**config.mk**
```make
export PLATFORM = sky130hd
export DESIGN_NAME = tz_timer
export DESIGN_NICKNAME = d
export VERILOG_FILES = /design/src/common/tz_pkg.sv /design/src/logic/tz_prescale.sv /design/src/logic/tz_postscale.sv /design/src/logic/tz_timer.sv
export VERILOG_INCLUDE_DIRS = /design/src /design/src/common
export SDC_FILE = /design/constraint.sdc
export NUM_CORES = 1
export LEC_CHECK = 0
export BUFFER_PORTS_ARGS = -buffer_cell sky130_fd_sc_hd__buf_2
export CORE_ASPECT_RATIO = 0.8
export CORE_MARGIN = 5
export CORE_UTILIZATION = 29
export CTS_CLUSTER_SIZE = 14
export DETAILED_ROUTE_END_ITERATION = 16
export PLACE_DENSITY = 0.55
export SYNTH_ARGS = -nofsm -noshare
export SYNTH_HDL_FRONTEND = slang
export SYNTH_SLANG_ARGS = --single-unit
```
**constraint.sdc**
```tcl
create_clock -name clock -period 3 [get_ports clock]
set_clock_uncertainty 0.05 [all_clocks]
set_input_delay 0.15 -clock clock [delete_from_list [all_inputs] [get_ports clock]]
set_output_delay 0.15 -clock clock [all_outputs]
set_load 0.02 [all_outputs]
```
**src/common/tz_defines.svh**
```systemverilog
// register offsets, field positions and reset values of the timer block
`ifndef TZ_DEFINES_SVH
`define TZ_DEFINES_SVH

// ****************************************
// register offsets
// ****************************************
`define TZ_ADDR_W          12
`define TZ_OFS_COUNT_LOW   12'hfd2
`define TZ_OFS_PERIOD_HIGH 12'hfd3
`define TZ_OFS_CTRL_A      12'hfd4
`define TZ_OFS_CTRL_B      12'hfd5
`define TZ_OFS_IRQ         12'hfd6

// ****************************************
// ctrl_reg_a fields
// ****************************************
`define TZ_A_TIMER_ON      7
`define TZ_A_OUT_STATUS    5
`define TZ_A_WIDE_MODE     4
`define TZ_A_POST_HI       3
`define TZ_A_POST_LO       0

// ****************************************
// ctrl_reg_b fields
// ****************************************
`define TZ_B_SRC_HI        7
`define TZ_B_SRC_LO        5
`define TZ_B_ASYNC         4
`define TZ_B_PRE_HI        3
`define TZ_B_PRE_LO        0

// ****************************************
// irq register fields
// ****************************************
`define TZ_I_FLAG          0
`define TZ_I_ENABLE        1

// ****************************************
// reset values
// ****************************************
`define TZ_RST_BYTE        8'h00
`define TZ_RST_PRE         15'h0000
`define TZ_RST_POST        4'h0

// ****************************************
// clock source codes
// ****************************************
`define TZ_SRC_PIN         3'h0
`define TZ_SRC_PIN_INV     3'h1
`define TZ_SRC_INSTR       3'h2
`define TZ_SRC_HFO         3'h3
`define TZ_SRC_LFO         3'h4
`define TZ_SRC_SECONDARY_OSC        3'h5
`define TZ_SRC_MFO         3'h6
`define TZ_SRC_LCO         3'h7

`endif

```
**src/common/tz_pkg.sv**
```systemverilog
// types shared by the timer block
`include "tz_defines.svh"

package tz_pkg;
    typedef logic [7:0] tz_byte_t;
    typedef logic [3:0] tz_sel_t;
    typedef enum logic [2:0] {
        TZ_PIN     = `TZ_SRC_PIN,
        TZ_PIN_INV = `TZ_SRC_PIN_INV,
        TZ_INSTR   = `TZ_SRC_INSTR,
        TZ_HFO     = `TZ_SRC_HFO,
        TZ_LFO     = `TZ_SRC_LFO,
        TZ_SECONDARY_OSC    = `TZ_SRC_SECONDARY_OSC,
        TZ_MFO     = `TZ_SRC_MFO,
        TZ_LCO     = `TZ_SRC_LCO
    } tz_src_t;
endpackage : tz_pkg

```
**src/logic/tz_prescale.sv**
```systemverilog
// power-of-two input prescaler of the timer
`timescale 1ns/1ps
`include "tz_defines.svh"

module tz_prescale (
    // clock and reset
    input  wire logic          clock,
    input  wire logic          rst_n,
    input  wire logic          ce,
    // control
    input  wire logic          clr,
    input  wire tz_pkg::tz_sel_t sel,
    // events
    input  wire logic          evt_in,
    output logic               evt_out
);
    logic [14:0] cnt_ff;
    logic [14:0] term;

    // terminal count is two to the sel, minus one
    assign term    = ~(15'h7fff << sel);
    assign evt_out = evt_in & (cnt_ff == term);

    always_ff @(posedge clock or negedge rst_n) begin
        if (!rst_n) begin
            cnt_ff <= `TZ_RST_PRE;
        end else if (ce) begin
            if (clr) begin
                cnt_ff <= `TZ_RST_PRE;
            end else if (evt_in) begin
                cnt_ff <= (cnt_ff == term) ? `TZ_RST_PRE : cnt_ff + 15'h0001;
            end
        end
    end
endmodule : tz_prescale

```
**src/logic/tz_postscale.sv**
```systemverilog
// 1:1 to 1:16 output postscaler of the timer
`timescale 1ns/1ps
`include "tz_defines.svh"

module tz_postscale (
    // clock and reset
    input  wire logic            clock,
    input  wire logic            rst_n,
    input  wire logic            ce,
    // control
    input  wire logic            clr,
    input  wire tz_pkg::tz_sel_t sel,
    // events
    input  wire logic            evt_in,
    output logic                 evt_out
);
    logic [3:0] cnt_ff;

    assign evt_out = evt_in & (cnt_ff == sel);

    always_ff @(posedge clock or negedge rst_n) begin
        if (!rst_n) begin
            cnt_ff <= `TZ_RST_POST;
        end else if (ce) begin
            if (clr) begin
                cnt_ff <= `TZ_RST_POST;
            end else if (evt_in) begin
                cnt_ff <= (cnt_ff == sel) ? `TZ_RST_POST : cnt_ff + 4'h1;
            end
        end
    end
endmodule : tz_postscale

```
**src/logic/tz_timer.sv**
```systemverilog
// 8/16-bit timer with prescaler, postscaler, toggling output and interrupt flag
`timescale 1ns/1ps
`include "tz_defines.svh"

module tz_timer (
    // clock and reset
    input  wire logic                    clock,
    input  wire logic                    rst_n,
    input  wire logic                    ce,
    // register port
    input  wire logic [`TZ_ADDR_W-1:0]   addr,
    input  wire tz_pkg::tz_byte_t        wdata,
    input  wire logic                    wr_stb,
    input  wire logic                    rd_stb,
    output tz_pkg::tz_byte_t             rdata,
    // count clock sources
    input  wire logic                    instr_tick,
    input  wire logic                    ext_clk_pin,
    input  wire logic                    high_freq_osc,
    input  wire logic                    low_freq_osc,
    input  wire logic                    secondary_osc,
    input  wire logic                    mid_freq_osc,
    input  wire logic                    logic_cell_out,
    // power state
    input  wire logic                    sleep,
    // outputs
    output logic                         tick_out,
    output logic                         irq_req,
    output logic                         wake_req
);

    // ****************************************
    // registers
    // ****************************************
    tz_pkg::tz_byte_t count_low_ff;
    tz_pkg::tz_byte_t count_high_ff;
    tz_pkg::tz_byte_t period_high_ff;
    tz_pkg::tz_byte_t cmp_buf_ff;
    tz_pkg::tz_byte_t rdata_ff;
    logic             timer_on_ff;
    logic             wide_mode_ff;
    tz_pkg::tz_sel_t  postscale_ff;
    tz_pkg::tz_src_t  clk_src_ff;
    logic             async_ff;
    tz_pkg::tz_sel_t  prescale_ff;
    logic             irq_flag_ff;
    logic             irq_enable_ff;
    logic             tick_ff;
    logic             pend_ff;
    logic             lvl_prev_ff;
    logic [5:0]       sync1_ff;
    logic [5:0]       sync2_ff;

    // ****************************************
    // decode
    // ****************************************
    logic             wr_q;
    logic             rd_q;
    logic             wr_low;
    logic             wr_high;
    logic             wr_ca;
    logic             wr_cb;
    logic             wr_irq;
    logic             rd_low;
    logic             scaler_clr;

    assign wr_q       = wr_stb & ce;
    assign rd_q       = rd_stb & ce;
    assign wr_low     = wr_q & (addr == `TZ_OFS_COUNT_LOW);
    assign wr_high    = wr_q & (addr == `TZ_OFS_PERIOD_HIGH);
    assign wr_ca      = wr_q & (addr == `TZ_OFS_CTRL_A);
    assign wr_cb      = wr_q & (addr == `TZ_OFS_CTRL_B);
    assign wr_irq     = wr_q & (addr == `TZ_OFS_IRQ);
    assign rd_low     = rd_q & (addr == `TZ_OFS_COUNT_LOW);
    assign scaler_clr = wr_low | wr_ca | wr_cb;

    // ****************************************
    // source synchronisers
    // ****************************************
    logic [5:0] src_raw;

    assign src_raw = {logic_cell_out, mid_freq_osc, secondary_osc,
                      low_freq_osc, high_freq_osc, ext_clk_pin};

    genvar gi;
    generate
        for (gi = 0; gi < 6; gi++) begin : g_sync
            always_ff @(posedge clock or negedge rst_n) begin
                if (!rst_n) begin
                    sync1_ff[gi] <= 1'b0;
                    sync2_ff[gi] <= 1'b0;
                end else if (ce) begin
                    sync1_ff[gi] <= src_raw[gi];
                    sync2_ff[gi] <= sync1_ff[gi];
                end
            end
        end
    endgenerate

    // ****************************************
    // source select and edge detect
    // ****************************************
    logic sel_lvl;
    logic raw_edge;
    logic run;

    always_comb begin
        case (clk_src_ff)
            tz_pkg::TZ_PIN:     sel_lvl = sync2_ff[0];
            tz_pkg::TZ_PIN_INV: sel_lvl = ~sync2_ff[0];
            tz_pkg::TZ_HFO:     sel_lvl = sync2_ff[1];
            tz_pkg::TZ_LFO:     sel_lvl = sync2_ff[2];
            tz_pkg::TZ_SECONDARY_OSC:    sel_lvl = sync2_ff[3];
            tz_pkg::TZ_MFO:     sel_lvl = sync2_ff[4];
            tz_pkg::TZ_LCO:     sel_lvl = sync2_ff[5];
            default:            sel_lvl = 1'b0;
        endcase
    end

    assign raw_edge = (clk_src_ff == tz_pkg::TZ_INSTR) ? instr_tick
                                                        : (sel_lvl & ~lvl_prev_ff);
    // system clock gone in sync sleep; async keeps going
    assign run = ce & timer_on_ff & (async_ff | ~sleep);

    always_ff @(posedge clock or negedge rst_n) begin
        if (!rst_n) begin
            lvl_prev_ff <= 1'b0;
        end else if (ce) begin
            lvl_prev_ff <= sel_lvl;
        end
    end

    // ****************************************
    // prescaler and pacing
    // ****************************************
    logic pre_out;
    logic cnt_evt;

    tz_prescale u_pre (
        .clock   (clock),
        .rst_n   (rst_n),
        .ce      (ce),
        .clr     (scaler_clr),
        .sel     (prescale_ff),
        .evt_in  (run & raw_edge),
        .evt_out (pre_out)
    );

    // sync mode holds an edge until the next instruction tick
    assign cnt_evt = async_ff ? (run & pre_out)
                              : (run & instr_tick & (pend_ff | pre_out));

    always_ff @(posedge clock or negedge rst_n) begin
        if (!rst_n) begin
            pend_ff <= 1'b0;
        end else if (ce) begin
            if (scaler_clr || !run || async_ff) begin
                pend_ff <= 1'b0;
            end else if (instr_tick) begin
                pend_ff <= 1'b0;
            end else if (pre_out) begin
                pend_ff <= 1'b1;
            end
        end
    end

    // ****************************************
    // counter
    // ****************************************
    logic match8;
    logic roll16;
    logic period_evt;

    assign match8     = cnt_evt & ~wide_mode_ff & (count_low_ff == cmp_buf_ff);
    assign roll16     = cnt_evt & wide_mode_ff & ({count_high_ff, count_low_ff} == 16'hffff);
    assign period_evt = (match8 | roll16) & ~scaler_clr;

    always_ff @(posedge clock or negedge rst_n) begin
        if (!rst_n) begin
            count_low_ff <= `TZ_RST_BYTE;
        end else if (wr_low) begin
            count_low_ff <= wdata;
        end else if (match8) begin
            count_low_ff <= `TZ_RST_BYTE;
        end else if (cnt_evt) begin
            count_low_ff <= count_low_ff + 8'h01;
        end
    end

    always_ff @(posedge clock or negedge rst_n) begin
        if (!rst_n) begin
            count_high_ff <= `TZ_RST_BYTE;
        end else if (wr_low && wide_mode_ff) begin
            count_high_ff <= period_high_ff;
        end else if (cnt_evt && wide_mode_ff && count_low_ff == 8'hff) begin
            count_high_ff <= count_high_ff + 8'h01;
        end
    end

    always_ff @(posedge clock or negedge rst_n) begin
        if (!rst_n) begin
            cmp_buf_ff <= `TZ_RST_BYTE;
        end else if (match8) begin
            cmp_buf_ff <= period_high_ff;
        end
    end

    always_ff @(posedge clock or negedge rst_n) begin
        if (!rst_n) begin
            period_high_ff <= `TZ_RST_BYTE;
        end else if (wr_high) begin
            period_high_ff <= wdata;
        end else if (rd_low && wide_mode_ff) begin
            period_high_ff <= count_high_ff;
        end
    end

    // ****************************************
    // postscaler, output and flag
    // ****************************************
    logic post_out;

    tz_postscale u_post (
        .clock   (clock),
        .rst_n   (rst_n),
        .ce      (ce),
        .clr     (scaler_clr),
        .sel     (postscale_ff),
        .evt_in  (period_evt),
        .evt_out (post_out)
    );

    always_ff @(posedge clock or negedge rst_n) begin
        if (!rst_n) begin
            tick_ff <= 1'b0;
        end else if (post_out) begin
            tick_ff <= ~tick_ff;
        end
    end

    // set wins over a software clear in the same cycle
    always_ff @(posedge clock or negedge rst_n) begin
        if (!rst_n) begin
            irq_flag_ff   <= 1'b0;
            irq_enable_ff <= 1'b0;
        end else begin
            if (post_out) begin
                irq_flag_ff <= 1'b1;
            end else if (wr_irq) begin
                irq_flag_ff <= wdata[`TZ_I_FLAG];
            end
            if (wr_irq) begin
                irq_enable_ff <= wdata[`TZ_I_ENABLE];
            end
        end
    end

    assign tick_out = tick_ff;
    assign irq_req  = irq_flag_ff & irq_enable_ff;
    assign wake_req = irq_req & async_ff & sleep;

    // ****************************************
    // control registers
    // ****************************************
    always_ff @(posedge clock or negedge rst_n) begin
        if (!rst_n) begin
            timer_on_ff  <= 1'b0;
            wide_mode_ff <= 1'b0;
            postscale_ff <= `TZ_RST_POST;
        end else if (wr_ca) begin
            timer_on_ff  <= wdata[`TZ_A_TIMER_ON];
            wide_mode_ff <= wdata[`TZ_A_WIDE_MODE];
            postscale_ff <= wdata[`TZ_A_POST_HI:`TZ_A_POST_LO];
        end
    end

    always_ff @(posedge clock or negedge rst_n) begin
        if (!rst_n) begin
            clk_src_ff  <= tz_pkg::TZ_PIN;
            async_ff    <= 1'b0;
            prescale_ff <= `TZ_RST_POST;
        end else if (wr_cb) begin
            clk_src_ff  <= tz_pkg::tz_src_t'(wdata[`TZ_B_SRC_HI:`TZ_B_SRC_LO]);
            async_ff    <= wdata[`TZ_B_ASYNC];
            prescale_ff <= wdata[`TZ_B_PRE_HI:`TZ_B_PRE_LO];
        end
    end

    // ****************************************
    // read port
    // ****************************************
    tz_pkg::tz_byte_t rd_mux;

    always_comb begin
        rd_mux = `TZ_RST_BYTE;
        case (addr)
            `TZ_OFS_COUNT_LOW:   rd_mux = count_low_ff;
            `TZ_OFS_PERIOD_HIGH: rd_mux = period_high_ff;
            `TZ_OFS_CTRL_A: begin
                rd_mux[`TZ_A_TIMER_ON]              = timer_on_ff;
                rd_mux[`TZ_A_OUT_STATUS]            = tick_ff;
                rd_mux[`TZ_A_WIDE_MODE]             = wide_mode_ff;
                rd_mux[`TZ_A_POST_HI:`TZ_A_POST_LO] = postscale_ff;
            end
            `TZ_OFS_CTRL_B: begin
                rd_mux[`TZ_B_SRC_HI:`TZ_B_SRC_LO] = clk_src_ff;
                rd_mux[`TZ_B_ASYNC]               = async_ff;
                rd_mux[`TZ_B_PRE_HI:`TZ_B_PRE_LO] = prescale_ff;
            end
            `TZ_OFS_IRQ: begin
                rd_mux[`TZ_I_FLAG]   = irq_flag_ff;
                rd_mux[`TZ_I_ENABLE] = irq_enable_ff;
            end
            default:             rd_mux = `TZ_RST_BYTE;
        endcase
    end

    always_ff @(posedge clock or negedge rst_n) begin
        if (!rst_n) begin
            rdata_ff <= `TZ_RST_BYTE;
        end else if (rd_q) begin
            rdata_ff <= rd_mux;
        end
    end

    assign rdata = rdata_ff;
endmodule : tz_timer

```
### Yosys cells after proc, flatten, opt, wreduce, memory -nomap -nowiden

Index checks and enable logic that the tools add are counted.

* register bits after elaboration: 90
* bits in latches: 0
* RAM bits: 0
* ROM bits: 0
* input bits: 33
* output and inout bits: 11
* word-level logic and storage cells: 132
* memories kept: 0

* add/sub/neg operators: 4
* $mul: 0
* div/mod/pow operators: 0
* magnitude comparators: 0
* equal/unequal tests: 17
* shifts and indexed selects: 1
* muxes and demuxes: 25
* bitwise operators: 37
* reductions and logical operators: 18

Operators with widths (count)
* == test 12 bit, second input constant: 5
* 2-to-1 mux 8 bit: 7
* 2-to-1 mux 15 bit: 3
* bitwise AND 1 bit: 25
* adder 8 x 1 -> 8 bit, second input constant: 2
* == test 16 bit, second input constant: 1
* one-hot mux 4 bit (4 select lines): 1
* adder 15 x 1 -> 15 bit, second input constant: 1
* == test 15 bit: 1
* NOT 15 bit: 1
* left shift 15 x 4 -> 15 bit, first input constant: 1
* == test 3 bit, second input constant: 4
* 2-to-1 mux 4 bit: 3
* one-hot mux 2 bit (5 select lines): 1
* nonzero test 2 bit: 5
* == test 8 bit: 1
* == test 8 bit, second input constant: 1
* 2-to-1 mux 1 bit: 7
* one-hot mux 1 bit (7 select lines): 1
* == test 3 x 2 -> 1 bit, second input constant: 2
* NOT 1 bit: 6
* AND reduction 2 bit: 3
* nonzero test 3 bit: 2
* OR 1 bit: 5
* 9 further kinds: 13

### Depth between registers and ports, before layout

Gate-level depths: netlist of run 1.

* word-level depth: 15
* gate-level depth with buffers: 11
* mapped depth without buffers: 9

### By module

From an unflattened synthesis of run 1, not the netlist that was laid out.

* cells, all modules: 548
* area total of the unflattened synthesis: 5292.6 um^2

By module, submodules not included
* tz_timer: times used 1, cells an instance 369, area each 3742.3 um^2, sequential area each 1776.7 um^2
* tz_prescale: times used 1, cells an instance 151, area each 1275.0 um^2, sequential area each 375.4 um^2
* tz_postscale: times used 1, cells an instance 28, area each 275.3 um^2, sequential area each 100.1 um^2

### Worst setup path after synthesis of run 1

Ideal clock, no wire load.

* path kind: flip-flop to flip-flop
* start point: register prescale_ff[2]
* end point: register cmp_buf_ff[0]
* setup time: 125 ps
* arrival time: 2824 ps
* data required time: 2825 ps
* slack: 1 ps
* stages on the path, launching flop included: 11
* path buffers: 2
* clock period less this slack: 2999 ps
* cells stage by stage: dfrtp_1 buf_6 or2_4 a211o_1 a32o_1 or4b_4 o31ai_4 nand2_1 buf_2 nor2_2 mux2_2

* word-level cells in the longest chain between the ends: 9
* elaborated cells between the ends (all ways): 10
* those cells by class: eq/ne (1); shift (1); mux (1); bitwise (7)

RTL lines
* from (decl): RTL line tz_timer.sv:45 `tz_pkg::tz_sel_t prescale_ff;`
* from (signal assigned): RTL line tz_timer.sv:281 `` prescale_ff <= `TZ_RST_POST; ``
* from (signal assigned): RTL line tz_timer.sv:285 `` prescale_ff <= wdata[`TZ_B_PRE_HI:`TZ_B_PRE_LO]; ``
* left shift 15 x 4 -> 15 bit (*): RTL line tz_prescale.sv:21 `assign term = ~(15'h7fff << sel);`
* NOT 15 bit (*): RTL line tz_prescale.sv:21
* == test 15 bit (*): RTL line tz_prescale.sv:22 `assign evt_out = evt_in & (cnt_ff == term);`
* bitwise AND 1 bit (*): RTL line tz_prescale.sv:22
* OR 1 bit: RTL line tz_timer.sv:151 `: (run & instr_tick & (pend_ff | pre_out));`
* bitwise AND 1 bit: RTL line tz_timer.sv:151
* 2-to-1 mux 1 bit (*): RTL line tz_timer.sv:150 `assign cnt_evt = async_ff ? (run & pre_out)`
* bitwise AND 1 bit (*) (2 in a row): RTL line tz_timer.sv:174 `assign match8 = cnt_evt & ~wide_mode_ff & (count_low_ff == cmp_buf_ff);`
* to (signal assigned): RTL line tz_timer.sv:202 `` cmp_buf_ff <= `TZ_RST_BYTE; ``
* to (signal assigned): RTL line tz_timer.sv:204 `cmp_buf_ff <= period_high_ff;`
* to (decl): RTL line tz_timer.sv:38 `tz_pkg::tz_byte_t cmp_buf_ff;`

Every way passes the cells marked *; elsewhere a longest branch is shown, timed or not.
A chain may end at the register's enable or synchronous reset.

### Worst setup path in the final report of run 1

* start point: register prescale_ff[1]
* end point: register count_low_ff[6]

* word-level cells in the longest chain between the ends: 11
* elaborated cells between the ends (all ways): 13
* those cells by class: eq/ne (1); shift (1); mux (3); bitwise (7); reduce/logical (1)

RTL lines
* left shift 15 x 4 -> 15 bit (*): RTL line tz_prescale.sv:21
* NOT 15 bit (*): RTL line tz_prescale.sv:21
* == test 15 bit (*): RTL line tz_prescale.sv:22
* bitwise AND 1 bit (*): RTL line tz_prescale.sv:22
* OR 1 bit: RTL line tz_timer.sv:151
* bitwise AND 1 bit: RTL line tz_timer.sv:151
* 2-to-1 mux 1 bit (*): RTL line tz_timer.sv:150
* bitwise AND 1 bit (2 in a row): RTL line tz_timer.sv:174
* 2-to-1 mux 8 bit: RTL line tz_timer.sv:183 `end else if (match8) begin`
* 2-to-1 mux 8 bit: RTL line tz_timer.sv:181 `end else if (wr_low) begin`
* to (signal assigned): RTL line tz_timer.sv:180 `` count_low_ff <= `TZ_RST_BYTE; ``
* to (signal assigned): RTL line tz_timer.sv:182 `count_low_ff <= wdata;`
* to (signal assigned): RTL line tz_timer.sv:184 `` count_low_ff <= `TZ_RST_BYTE; ``
* to (decl): RTL line tz_timer.sv:35 `tz_pkg::tz_byte_t count_low_ff;`

Marked as above.

==> summary.md, run 1 <==
| Metric | Value |
|---|---|
| Syn nets | approximately 560 |
| Register area share after synthesis | 0.4494 |
| Worst EP required | roughly 3.2 ns |
| FF-to-FF End | count_low_ff[6]$_DFFE_PN0P_ |
| Reg2Reg Setup Slack | -0.02 ns |
| Synthesis Warnings | 0 |
| Final Cycle Share | 1.008 |
| Hold Slack | 0.01036 ns |
| Initial antenna violation count | 0 |
| Post-Route WL | 14350 um |
| Vias in the first global route | 4288 |
| GRT Overall Usage | 0.1460 |
| Post-synthesis simple-gate area fraction | 0.1998 |
| IO Port Bufs | 43 |
| Synthesized area per cell | 9.545 um2 |
| Initial core utilization | 0.2920 |
| Highest clock rate | ~330 MHz |
| Post-Syn Area | 0.005011 mm2 |
| Predominant post-synthesis flop cell | dfrtp_1 |
| Pre-antenna DRT Iters | 5 |
| Post-DP HPWL | 10250 um |
| Worst setup SP type | flip-flop |
| Post-synth top area cell | dfrtp_1 |
| Worst-skew pair later-pin latency | roughly 0.34 ns |
| Drt wl/cell | 17.43 um |
| Max clock buf depth | 2 |
| Setup slack after layout | -0.02364 ns |
| Crit Path Max Fanout | 14 |
| First-pass GRT wire length | roughly 23000 um |
| Share of Yosys cell area claimed by the top area cell type | 0.4494 |
| Multiplexer share of the synthesized area | 0.1006 |
| Worst slew pin tran | around 0.78 ns |
| Leak | 0.002775 uW |
| Fin area | about 0.0062 mm2 |
| Max Slew Vio Count | 0 |
| Leading post-synthesis cells by cell area | dfrtp_1 (45%), mux2_2 (7.4%), o21ai_0 (5.2%) |
| Power Density | between 400 and 500 mW/mm2 |
| Largest net degree at the start of global routing | 91 |
| RePlAce Congestion | 0.8718 |
| Final core utilization | 0.3603 |
| Diode count | 0 |
| Status | finished, violations left |
| Synth Area in XOR/XNOR | 0.04195 |
| DR iter-0 viols | between 200 and 300 |
| Final antenna-violating net count | 0 |
| Compound-cell area share of the yosys netlist | 0.1718 |
| Routed vias/inst | ~5.3 |
| Clk pin slew, worst setup/hold paths | 0.07 ns |
| Share of layout cells above drive strength 1 | 0.2324 |
| Clock sink count | 90 |
| Drt drc | 0 |
| Number of max-cap violations | 0 |
| Total Nets Final | 630 |
| Minimum clock period | 3.024 ns |
| Worst Hold Path Cells | 3 |
| Vias | roughly 4300 |
| Final setup fails | 1 |
| Count of cell types in the netlist | 62 |
| Crit path kind | flip-flop to flip-flop |
| Post-Syn Instances | about 530 |
| Critical path capture point type | flip-flop |
| Failing checks | negative setup slack |
| Die W | 157.0 um |
| Htree depth | 3 |
| CTS tree | built |
| Adder-cell area share of the yosys netlist | 0.009988 |
| Worst Min Path Start | wdata[6] |
| Final Hold Fails | 0 |
| Area growth syn-to-layout | 23.40% |
| VDD IR max | 251.7 uV |
| Grt ovf | 0 |
| Combinational family with the most area after synthesis | simple AND/OR/NAND/NOR gates |
| Core Region | 0.01716 mm2 |
| Tot Pwr | 2785 uW |
| Max-slew headroom | 0.4782 |
| Root buffer selected by CTS | clkbuf_16 |
| Num CTS Buffers | 9 |
| RSZ-0062 raised after global routing | true |
| Die Ht | 127.6 um |
| R2r startpoint | prescale_ff[1]$_DFFE_PN0P_ |
| Placed inst area | 0.005583 mm2 |
| Die ar. | 0.02002 mm2 |
| Place WS | -0.1123 ns |
| Row cnt | 43 |
| FFs w/ async S/R, synth | 1.000 |
| Worst path arrival time | 3.24 ns |
| EDFF count, synth | 0 |
| Hold crit path type | input port to flip-flop |
| #FFs+latches synth | 90 |
| Reg2Reg Depth | 10 |
| Hold Path Sink | period_high_ff[6]$_DFFE_PN0P_ |
| IO Pins | 44 |
## final cells by class
cell class	count	area [um2]
fill	1677	10980
multi-input combinational	404	2699
sequential	90	2253
timing repair buffer	80	553.0
tap	225	281.5
clock buffer	10	229.0
clock inverter	6	137.6
inverter	8	30.03
## state kept, by name, indices dropped and copies added, names as in the netlist
signal and count:
u_post.cnt_ff 4, prescale_ff 4, irq_enable_ff 1, async_ff 1, pend_ff 1, count_low_ff 8
clk_src_ff 3, u_pre.cnt_ff 15, lvl_prev_ff 1, cmp_buf_ff 8, period_high_ff 8, count_high_ff 8
sync2_ff 6, rdata 8, postscale_ff 4, tick_out 1, sync1_ff 6, timer_on_ff 1
wide_mode_ff 1, irq_flag_ff 1
## worst max-delay path by stage
stage	from	end	slack (ns)
4_1_cts	prescale_ff[2]$_DFFE_PN0P_	u_post.cnt_ff[3]$_DFFE_PN0P_	0.006
2_1_floorplan	prescale_ff[2]$_DFFE_PN0P_	cmp_buf_ff[0]$_DFFE_PN0N_	0.001
5_1_grt	prescale_ff[1]$_DFFE_PN0P_	count_low_ff[6]$_DFFE_PN0P_	-0.12
3_5_place_dp	prescale_ff[2]$_DFFE_PN0P_	count_low_ff[7]$_DFFE_PN0P_	-0.11
6_report	prescale_ff[1]$_DFFE_PN0P_	count_low_ff[6]$_DFFE_PN0P_	-0.02
3_3_place_gp	prescale_ff[2]$_DFFE_PN0P_	cmp_buf_ff[7]$_DFFE_PN0N_	-0.03
## synth_stat cells, types with 5 or more instances
library cell  instances
mux2i_1              11
a21o_1                6
nand3_1              18
o21ai_0              52
nand2_1              46
inv_1                 8
and3_1               18
a21oi_1              28
a31oi_1               6
nor3_1                6
xnor2_1               6
nand4_1              11
nand2b_1             12
or4_1                 5
a222oi_1              5
nor2_1               45
mux2_2               33
and2_1                8
xor2_1               18
dfrtp_1              90
nor2b_1               7
clkbuf_1             17
## layout by cell type (no fill, tap or decap), drive strengths merged, types with 4 or more instances in the layout
cell type    Yosys  final
a21o             6      6
a21oi           28     28
a222oi           5      5
a31oi            6      6
and2             9      9
and3            18     18
buf              7     73
bufinv           0      4
clkbuf          17     10
dfrtp           90     90
dlygate4sd3      0      7
ha               4      4
inv              8      9
mux2            33     33
mux2i           11     11
nand2           46     47
nand2b          12     12
nand3           18     18
nand4           11     11
nor2            46     46
nor2b            7      7
nor3             6      6
o21ai           52     52
o31ai            5      5
or3              4      4
or4              5      5
xnor2            6      6
xor2            18     18
## critical path: stages, from the launching register on
cell and delay, ns:
dfrtp_1 0.42, buf_12 0.16, nor3_1 0.22, o21bai_1 0.11
a32o_1 0.21, or4b_4 0.56, o31ai_4 0.28, buf_6 0.17
nand2_8 0.06, or4_4 0.55, a31oi_4 0.16
## metal layers
layer,GRT usage,part of all wire,up-vias
li1,-,-,2047
met3,0.03996,0.060,13
met5,0,0,-
met1,0.2006,0.48,2158
met4,0.03214,0.011,0
met2,0.2313,0.45,112
## repair_timing
action / 4_1_cts / 5_1_grt
cloned: 0 / 1
pin swaps: 1 / 14
gates resized for setup: 4 / 16
buffers inserted: 1 / 9
hold buffers: 7 / 0
endpoints found under the setup margin: 12 / 27
endpoints found under the hold margin: 96 / 0
## kinds of logic after synthesis
group,Yosys count
XOR/XNOR,24
AND/OR/NAND/NOR,195
adder cells (fa/ha/maj),4
multiplexers,45
flip-flops,90
buffers and inverters,32
AO/OA/AOI/OAI,135
## metrics by stage
| stage | std cells | setup TNS [ns] |
|---|---|---|
| after floorplan | 525 | 0 |
| after global placement | 789 | -0.2959 |
| after detailed placement | 789 | -0.9491 |
| after CTS | 813 | 0 |
| after global routing | 823 | -1.010 |
| final | 823 | -0.02364 |
## where the power goes
group          switching, uW  leakage [uW]  internal, uW  total, uW
Sequential              12.4       0.00121          1240       1250
Combinational           70.7       0.00139          57.3        128
Clock                    504      0.000177           904       1410
Power figures use the tool's default switching activity.
==> run 2, diff against run 1 <==
--- a/config.mk
+++ b/config.mk
@@ -8,7 +8,7 @@
 export LEC_CHECK = 0
 export BUFFER_PORTS_ARGS = -buffer_cell sky130_fd_sc_hd__buf_2
 export CORE_ASPECT_RATIO = 0.8
-export CORE_MARGIN = 5
+export CORE_MARGIN = 2
 export CORE_UTILIZATION = 29
 export CTS_CLUSTER_SIZE = 14
 export DETAILED_ROUTE_END_ITERATION = 16
==> constraint.sdc (replaced) <==
create_clock -name clock -period 3 [get_ports clock]
set_clock_uncertainty 0.05 [all_clocks]
set_input_delay 0.15 -clock clock [delete_from_list [all_inputs] [get_ports clock]]
set_output_delay 0.15 -clock clock [all_outputs]
set_load 0.05 [all_outputs]
==> run 2 against run 1 <==
- worst setup slack better by 0.037 ns
- critical path depth is 2 lower
- the run now ends clean
- sequential power hardly changed
- non-clock buffer count is 6 lower
- utilization is 0.14 points higher
- flip-flop and latch count stayed put
- sequential share of layout area is 0.85 points higher
- power is 7.8% lower
- via count is 0.39% lower
- combinational power hardly changed
- clock-buffer cell count stayed put
- highest routed layer unchanged
- largest cell class unchanged
- critical path type unchanged
- design area is 2.3% lower
==> summary.md, run 2 (synthesis results as in run 1) <==
| Metric | Value |
|---|---|
| Die ar. | 0.01835 mm2 (was 0.02002 mm2) |
| Final Cycle Share | 0.9954 (was 1.008) |
| Initial core utilization | 0.2999 (was 0.2920) |
| Htree depth | 3 (unchanged) |
| Total Nets Final | 623 (was 630) |
| RSZ-0062 raised after global routing | true (unchanged) |
| Sw power | 549.7 uW (was 587.0 uW) |
| Worst EP required | 3.22 ns (about the same) |
| Status | complete, no violations (was finished, violations left) |
| Highest clock rate | 334.9 MHz (was 330.7 MHz) |
| Post-Route WL | 13860 um (was 14350 um) |
| CTS tree | built (unchanged) |
| Power Density | 424.7 mW/mm2 (was 450.4 mW/mm2) |
| Leak | 0.002706 uW (was 0.002775 uW) |
| Sw Ratio | 0.2142 (was 0.2108) |
| Pint | 2017 uW (was 2198 uW) |
| Comb pwr share | 0.049 (was 0.046) |
| Met1 Track Usage GR | 0.2264 (was 0.2006) |
| Crit path kind | flip-flop to flip-flop (unchanged) |
| Final setup fails | 0 (was 1) |
| Drt wl/cell | 17.11 um (was 17.43 um) |
| Max-slew headroom | 0.5859 (was 0.4782) |
| Hold Slack | 0.01275 ns (was 0.01036 ns) |
| Max Slew Vio Count | 0 (unchanged) |
| Worst slew pin tran | 0.6212 ns (was 0.7826 ns) |
| Largest register FFs | 15 (unchanged) |
| Grt met3 use | 0.03745 (was 0.03996) |
| Core Region | 0.01671 mm2 (was 0.01716 mm2) |
| Pre-antenna DRT Iters | 6 (was 5) |
| Final Hold Fails | 0 (unchanged) |
| Die Ht | 121.6 um (was 127.6 um) |
| Clock sink count | 90 (unchanged) |
| Clk pin slew, worst setup/hold paths | 0.06 ns (was 0.07 ns) |
| VDD IR max | 299.2 uV (was 251.7 uV) |
| Vias | 4313 (was 4330) |
| Share of layout cells above drive strength 1 | 0.2203 (was 0.2324) |
| Drt drc | 0 (unchanged) |
| Final antenna-violating net count | 0 (unchanged) |
| Hold crit path type | input port to flip-flop (unchanged) |
| Leading cell types in the layout, fill and taps excluded | dfrtp_1 (89), o21ai_0 (51), nand2_1 (45), nor2_1 (45), buf_2 (42) (was dfrtp_1 (89), o21ai_0 (52), nand2_1 (45), nor2_1 (45), buf_2 (42)) |
| DR iter-0 viols | 284 (was 290) |
| IO Pins | 44 (unchanged) |
| Largest net degree at the start of global routing | 41 (was 91) |
| Root buffer selected by CTS | clkbuf_16 (unchanged) |
| Routed vias/inst | 5.325 (was 5.261) |
| Diode count | 0 (unchanged) |
| Top reg by flops | u_pre.cnt_ff (unchanged) |
| Commonest non-fill, non-tap cell in the layout | dfrtp_1 (unchanged) |
| First-pass GRT wire length | 22800 um (was 23160 um) |
| Num CTS Buffers | 9 (unchanged) |
| Grt ovf | 0 (unchanged) |
| GRT Overall Usage | 0.1608 (was 0.1460) |
| Tot Pwr | 2567 uW (was 2785 uW) |
| Number of max-cap violations | 0 (unchanged) |
| Max clock buf depth | 2 (unchanged) |
| Flop pwr share | 0.487 (was 0.448) |
| Die W | 151.0 um (was 157.0 um) |
| Crit Path Max Fanout | 5 (was 14) |
| Fin area | 0.006043 mm2 (was 0.006183 mm2) |
| Busiest grt layer | met2 (unchanged) |
| Final setup TNS | 0 ns (was -0.02364 ns) |
| RePlAce Congestion | 0.8457 (was 0.8718) |
| Area growth syn-to-layout | 20.60% (was 23.40%) |
| Row cnt | 42 (was 43) |
| IO Port Bufs | 43 (unchanged) |
| Placed inst area | 0.005572 mm2 (was 0.005583 mm2) |
| Worst-skew pair later-pin latency | 0.34 ns (about the same) |
| Clock power share | 0.464 (was 0.506) |
| Initial antenna violation count | 0 (unchanged) |
| Worst path arrival time | 3.21 ns (was 3.24 ns) |
| Post-DP HPWL | 10290 um (was 10250 um) |
| Critical path capture point type | flip-flop (unchanged) |
| Minimum clock period | 2.986 ns (was 3.024 ns) |
| Worst setup SP type | flip-flop (unchanged) |
| Met2 usage | 0.2500 (was 0.2313) |
| Vias in the first global route | 4178 (was 4288) |
run 2: critical path: stages (launching register included):
cell,delay [ns]
dfrtp_1,0.39
or2_4,0.26
a211o_1,0.23
a32o_1,0.27
or4b_4,0.53
o31ai_4,0.32
nand3_2,0.17
or4_4,0.55
a21oi_2,0.14
run 2: power by group through the flow:
stage / Combinational [uW] / Sequential [uW] / Clock (uW)
3_3_place_gp: 118 / 1270 / 0
2_1_floorplan: 52.0 / 1270 / 0
5_1_grt: 144 / 1250 / 1270
6_report: 127 / 1250 / 1190
3_5_place_dp: 123 / 1270 / 0
4_1_cts: 130 / 1250 / 1220
run 2: per-layer routing:
metal	vias up	wire, um	share of wire
li1	2030	-	-
met3	18	749	0.054
met2	112	6276	0.45
met4	0	194	0.014
met5	-	0	0
met1	2153	6641	0.48
run 2: worst paths after layout:
check / start / endpoint / slack [ns] / cells past startpoint
max in group asynchronous: rst_n / count_high_ff[6]$_DFFE_PN0P_ / 1.86 / 3
worst max register to register: prescale_ff[2]$_DFFE_PN0P_ / u_post.cnt_ff[2]$_DFFE_PN0P_ / 0.01 / 8
worst min-delay path: wdata[5] / period_high_ff[5]$_DFFE_PN0P_ / 0.01 / 3
min in group asynchronous: rst_n / sync1_ff[1]$_DFFE_PN0P_ / 0.27 / 2
worst min register to register: rdata[1]$_DFFE_PN0P_ / rdata[1]$_DFFE_PN0P_ / 0.44 / 1
worst max-delay path: prescale_ff[2]$_DFFE_PN0P_ / u_post.cnt_ff[2]$_DFFE_PN0P_ / 0.01 / 8
run 2: through the flow:
step,std cells,setup slack [ns],utilization
6_report,810,0.01371,0.3616
5_1_grt,810,-0.1096,0.3616
4_1_cts,809,0.01874,0.3574
3_5_place_dp,785,-0.1419,0.3334
3_3_place_gp,785,-0.04363,0.3334
2_1_floorplan,525,0.001499,-
run 2: what timing repair did:
item                                    in CTS  in global routing
endpoints found under the hold margin       44                  0
resized for setup                            2                 20
buffers inserted                             2                  1
hold buffers                                 7                  0
endpoints found under the setup margin      17                 23
pin swaps                                    4                  4
run 2: final cells by class:
class	instances	area (um2)
clock buffers	10	229.0
clock inverters	5	80.08
fillers	1730	10670
inverters	8	30.03
multi-input cells	403	2688
flip-flops and latches	90	2253
well taps	220	275.3
repair buffers	74	488.0
==> run 3, diff against run 2 <==
--- a/config.mk
+++ b/config.mk
@@ -7,12 +7,14 @@
 export NUM_CORES = 1
 export LEC_CHECK = 0
 export BUFFER_PORTS_ARGS = -buffer_cell sky130_fd_sc_hd__buf_2
+export CAP_MARGIN = 5
 export CORE_ASPECT_RATIO = 0.8
 export CORE_MARGIN = 2
 export CORE_UTILIZATION = 29
 export CTS_CLUSTER_SIZE = 14
 export DETAILED_ROUTE_END_ITERATION = 16
-export PLACE_DENSITY = 0.55
+export PLACE_DENSITY = 0.54
 export SYNTH_ARGS = -nofsm -noshare
 export SYNTH_HDL_FRONTEND = slang
+export SYNTH_HIERARCHICAL = 1
 export SYNTH_SLANG_ARGS = --single-unit
==> constraint.sdc (replaced) <==
create_clock -name clock -period 3.2 [get_ports clock]
set_clock_uncertainty 0.05 [all_clocks]
set_input_delay 0.16 -clock clock [delete_from_list [all_inputs] [get_ports clock]]
set_output_delay 0.16 -clock clock [all_outputs]
set_load 0.05 [all_outputs]
==> run 3 against run 2 <==
- sequential power is 6% lower
- critical path depth is 6 higher
- cell count is 6.2% higher
- global-route usage is 0.89 points higher
- critical endpoint is now u_post/cnt_ff[3]$_DFFE_PN0P_
- die area is 5.4% higher
- worst setup slack better by 0.12 ns
- register-to-register slack better by 0.12 ns
==> summary.md, run 3 <==
| Metric | Value |
|---|---|
| Htree depth | 3 (unchanged) |
| Grt ovf | 0 (unchanged) |
| Highest clock rate | 326.0 MHz (was 334.9 MHz) |
| Post-Syn Instances | 548 (was 525) |
| Critical path capture point type | flip-flop (unchanged) |
| Drt drc | 0 (unchanged) |
| Num CTS Buffers | 9 (unchanged) |
| Initial core utilization | 0.2940 (was 0.2999) |
| Synthesis Warnings | 6 (was 0) |
| R2r startpoint | prescale_ff[2]$_DFFE_PN0P_ (unchanged) |
| Post-Route WL | 15790 um (was 13860 um) |
| Total Nets Final | 662 (was 623) |
| Cell Count Post-Placement | 834 (was 785) |
| Synthesized area per cell | 9.658 um2 (was 9.545 um2) |
| Area growth syn-to-layout | 21.02% (was 20.60%) |
| Reg2Reg Setup Slack | 0.13 ns (was 0.01 ns) |
| EDFF count, synth | 0 (unchanged) |
| Leak | 0.002873 uW (was 0.002706 uW) |
| Max Slew Vio Count | 0 (unchanged) |
| Flop pwr share | 0.455 (was 0.487) |
| Leading post-synthesis cells by cell area | dfrtp_1 (43%), nand2_1 (6.3%), mux2_2 (5.7%) (was dfrtp_1 (45%), mux2_2 (7.4%), o21ai_0 (5.2%)) |
| Final Hold Fails | 0 (unchanged) |
| Pre-antenna DRT Iters | 6 (unchanged) |
| CTS tree | built (unchanged) |
| Most frequent cell after synthesis | dfrtp_1 (unchanged) |
| VDD IR max | 360.1 uV (was 299.2 uV) |
| Power Density | 403.2 mW/mm2 (was 424.7 mW/mm2) |
| Final Cycle Share | 0.9585 (was 0.9954) |
| Post-synth top area cell | dfrtp_1 (unchanged) |
| Routed vias/inst | 5.363 (was 5.325) |
| Sw Ratio | 0.2157 (was 0.2142) |
| Max clock buf depth | 2 (unchanged) |
| Diode count | 0 (unchanged) |
| CP Buf/Inv Count | 1 (was 0) |
| Hold crit path type | input port to flip-flop (unchanged) |
| Syn nets | 585 (was 562) |
| First-pass GRT wire length | 25440 um (was 22800 um) |
| Post-Syn Area | 0.005293 mm2 (was 0.005011 mm2) |
| Critical path's slowest cell | dfrtp_2 (was or4_4) |
| Vias | 4612 (was 4313) |
| Max-slew headroom | 0.4718 (was 0.5859) |
| Die ar. | 0.01935 mm2 (was 0.01835 mm2) |
| Share of layout cells above drive strength 1 | 0.2730 (was 0.2203) |
| GRT Overall Usage | 0.1697 (was 0.1608) |
| DR iter-0 viols | 373 (was 284) |
| Sw power | 557.0 uW (was 549.7 uW) |
| Largest net degree at the start of global routing | 45 (was 41) |
| Row cnt | 44 (was 42) |
| Worst Hold Path Cells | 3 (unchanged) |
| Drt wl/cell | 18.35 um (was 17.11 um) |
| Predominant post-synthesis flop cell | dfrtp_1 (unchanged) |
| RePlAce Congestion | 0.9229 (was 0.8457) |
| Crit path max-delay family | compound AO/OA/AOI/OAI gates (was simple AND/OR/NAND/NOR gates) |
| Crit Path Max Fanout | 8 (was 5) |
| Worst slew pin tran | 0.7858 ns (was 0.6212 ns) |
| Die W | 155.0 um (was 151.0 um) |
| Number of max-cap violations | 0 (unchanged) |
| Worst EP required | 3.42 ns (was 3.22 ns) |
| Final antenna-violating net count | 0 (unchanged) |
| Die Ht | 124.8 um (was 121.6 um) |
| Clk pin slew, worst setup/hold paths | 0.07 ns (was 0.06 ns) |
| Comb pwr share | 0.055 (was 0.049) |
| Hold Path Sink | count_low_ff[6]$_DFFE_PN0P_ (was period_high_ff[5]$_DFFE_PN0P_) |
| Hold Slack | 0.01704 ns (was 0.01275 ns) |
| Commonest non-fill, non-tap cell in the layout | nand2_1 (was dfrtp_1) |
| FF-to-FF End | u_post/cnt_ff[3]$_DFFE_PN0P_ (was u_post.cnt_ff[2]$_DFFE_PN0P_) |
| Core Region | 0.01800 mm2 (was 0.01671 mm2) |
| Count of cell types in the netlist | 81 (was 62) |
| Pint | 2026 uW (was 2017 uW) |
| Crit path largest cell delay | 0.46 ns (was 0.55 ns) |
| Worst setup SP type | flip-flop (unchanged) |
| Vias in the first global route | 4602 (was 4178) |
| #FFs+latches synth | 90 (unchanged) |
| IO Pins | 44 (unchanged) |
| Worst-skew pair later-pin latency | 0.36 ns (was 0.34 ns) |
| Reg2Reg Depth | 14 (was 8) |
| Post-DP HPWL | 11870 um (was 10290 um) |
| Crit path cell chain | buf_4, xor2_1, a22oi_1, o22a_2, a2111oi_4, and3_4, o221a_2, nand4_1, o21ai_1, and2_4, o21ai_4, nor3_2, a21oi_1, o31ai_1 (was or2_4, a211o_1, a32o_1, or4b_4, o31ai_4, nand3_2, or4_4, a21oi_2) |
| Root buffer selected by CTS | clkbuf_16 (unchanged) |
| Initial antenna violation count | 0 (unchanged) |
| Register area share after synthesis | 0.4255 (was 0.4494) |
| Leading cell types in the layout, fill and taps excluded | nand2_1 (89), dfrtp_1 (87), buf_2 (42) (was dfrtp_1 (89), o21ai_0 (51), nand2_1 (45), nor2_1 (45), buf_2 (42)) |
| Final setup TNS | 0 ns (unchanged) |
| Status | complete, no violations (unchanged) |
| Worst path arrival time | 3.29 ns (was 3.21 ns) |
| Share of Yosys cell area claimed by the top area cell type | 0.4255 (was 0.4494) |
| Top reg by flops | u_pre/cnt_ff (was u_pre.cnt_ff) |
| Worst Min Path Start | wdata[6] (was wdata[5]) |
| IO Port Bufs | 43 (unchanged) |
| FFs w/ async S/R, synth | 1.000 (unchanged) |
| Finished Layout Cells | 860 (was 810) |
| Minimum clock period | 3.067 ns (was 2.986 ns) |
| Final setup fails | 0 (unchanged) |
| Crit path kind | flip-flop to flip-flop (unchanged) |
| Largest register FFs | 15 (unchanged) |
| Clock power share | 0.489 (was 0.464) |
| Synth cell count leaders | dfrtp_1 (90), nand2_1 (89), mux2_2 (27), nand3_1 (24), o21ai_0 (23) (was dfrtp_1 (90), o21ai_0 (52), nand2_1 (46), nor2_1 (45), mux2_2 (33)) |
| Clock sink count | 90 (unchanged) |
-- run 3: changes by cell type after synthesis, sizes merged, moves of 8 or more --
cell    change
mux2i       -9
nor4        +9
o21ai      -20
inv         +8
clkbuf     -15
a22oi      +12
buf        +15
nor2       -28
nor3        +8
nand2      +45
-- run 3: power by group through the flow --
stage / Clock [uW] / Sequential, uW / Combinational (uW)
2_1_floorplan: 0 / 1200 / 56.8
3_3_place_gp: 0 / 1200 / 135
3_5_place_dp: 0 / 1200 / 138
4_1_cts: 1290 / 1180 / 145
5_1_grt: 1350 / 1180 / 158
6_report: 1260 / 1180 / 143
-- run 3: layout make-up --
| cell class | count | area (um2) |
|---|---|---|
| Fill cell | 1773 | 11600 |
| Multi-Input combinational cell | 418 | 2861 |
| Timing Repair Buffer | 90 | 585.6 |
| Clock inverter | 4 | 97.59 |
| Inverter | 16 | 60.06 |
| Sequential cell | 90 | 2256 |
| Clock buffer | 12 | 256.5 |
| Tap cell | 230 | 287.8 |
-- run 3: worst max-delay path by stage --
stage / startpoint / to / cells past startpoint
CTS: prescale_ff[1]$_DFFE_PN0P_ / u_post/cnt_ff[3]$_DFFE_PN0P_ / 14
detailed placement: prescale_ff[2]$_DFFE_PN0P_ / u_post/cnt_ff[3]$_DFFE_PN0P_ / 13
finish: prescale_ff[2]$_DFFE_PN0P_ / u_post/cnt_ff[3]$_DFFE_PN0P_ / 14
floorplan: prescale_ff[2]$_DFFE_PN0P_ / u_post/cnt_ff[3]$_DFFE_PN0P_ / 15
global route: prescale_ff[2]$_DFFE_PN0P_ / u_post/cnt_ff[3]$_DFFE_PN0P_ / 15
global placement: prescale_ff[2]$_DFFE_PN0P_ / u_post/cnt_ff[3]$_DFFE_PN0P_ / 13
-- run 3: logic make-up (layout without fill, tap and decap cells) --
| logic type | Yosys count | after routing | synth area share |
|---|---|---|---|
| adders and majority gates | 4 | 4 | 0.009457 |
| AOI/OAI and AO/OA | 125 | 125 | 0.1697 |
| buffers and inverters | 40 | 122 | 0.04090 |
| xor gates and xnor gates | 26 | 26 | 0.04303 |
| muxes | 31 | 31 | 0.06832 |
| DFF | 90 | 90 | 0.4255 |
| and+or+nand+nor | 232 | 232 | 0.2430 |
-- run 3: metal layers --
layer | part of all wire | global-route usage | vias to the layer above
li1 | - | - | 2161
met1 | 0.49 | 0.2479 | 2277
met2 | 0.43 | 0.2387 | 153
met3 | 0.074 | 0.05672 | 21
met4 | 0.015 | 0.04412 | 0
met5 | 0 | 0 | -
-- run 3: what timing repair did --
item	4_1_cts	5_1_grt
gates cloned	0	0
setup endpoints to repair	1	22
hold buffers	7	0
pin swaps	2	7
hold endpoints to repair	48	0
setup buffers	0	3
resized for setup	8	5
-- run 3: worst register-to-register path: cells and delay by family, from the launching register on --
family / cells / cell delay, ns
DFF: 1 / 0.46
and+or+nand+nor: 4 / 0.73
AOI/OAI and AO/OA: 8 / 1.45
buffers and inverters: 1 / 0.15
xor gates and xnor gates: 1 / 0.14
-- run 3: metrics by stage --
step           setup WS [ns]    util  total power [uW]  area, um2
6_report              0.1328  0.3558              2583       6405
4_1_cts             0.009925  0.3536              2612       6366
3_3_place_gp        0.004890  0.3288              1331       5919
2_1_floorplan        0.08360       -              1254       5293
3_5_place_dp        -0.09879  0.3288              1335       5919
5_1_grt             -0.01426  0.3558              2688       6405
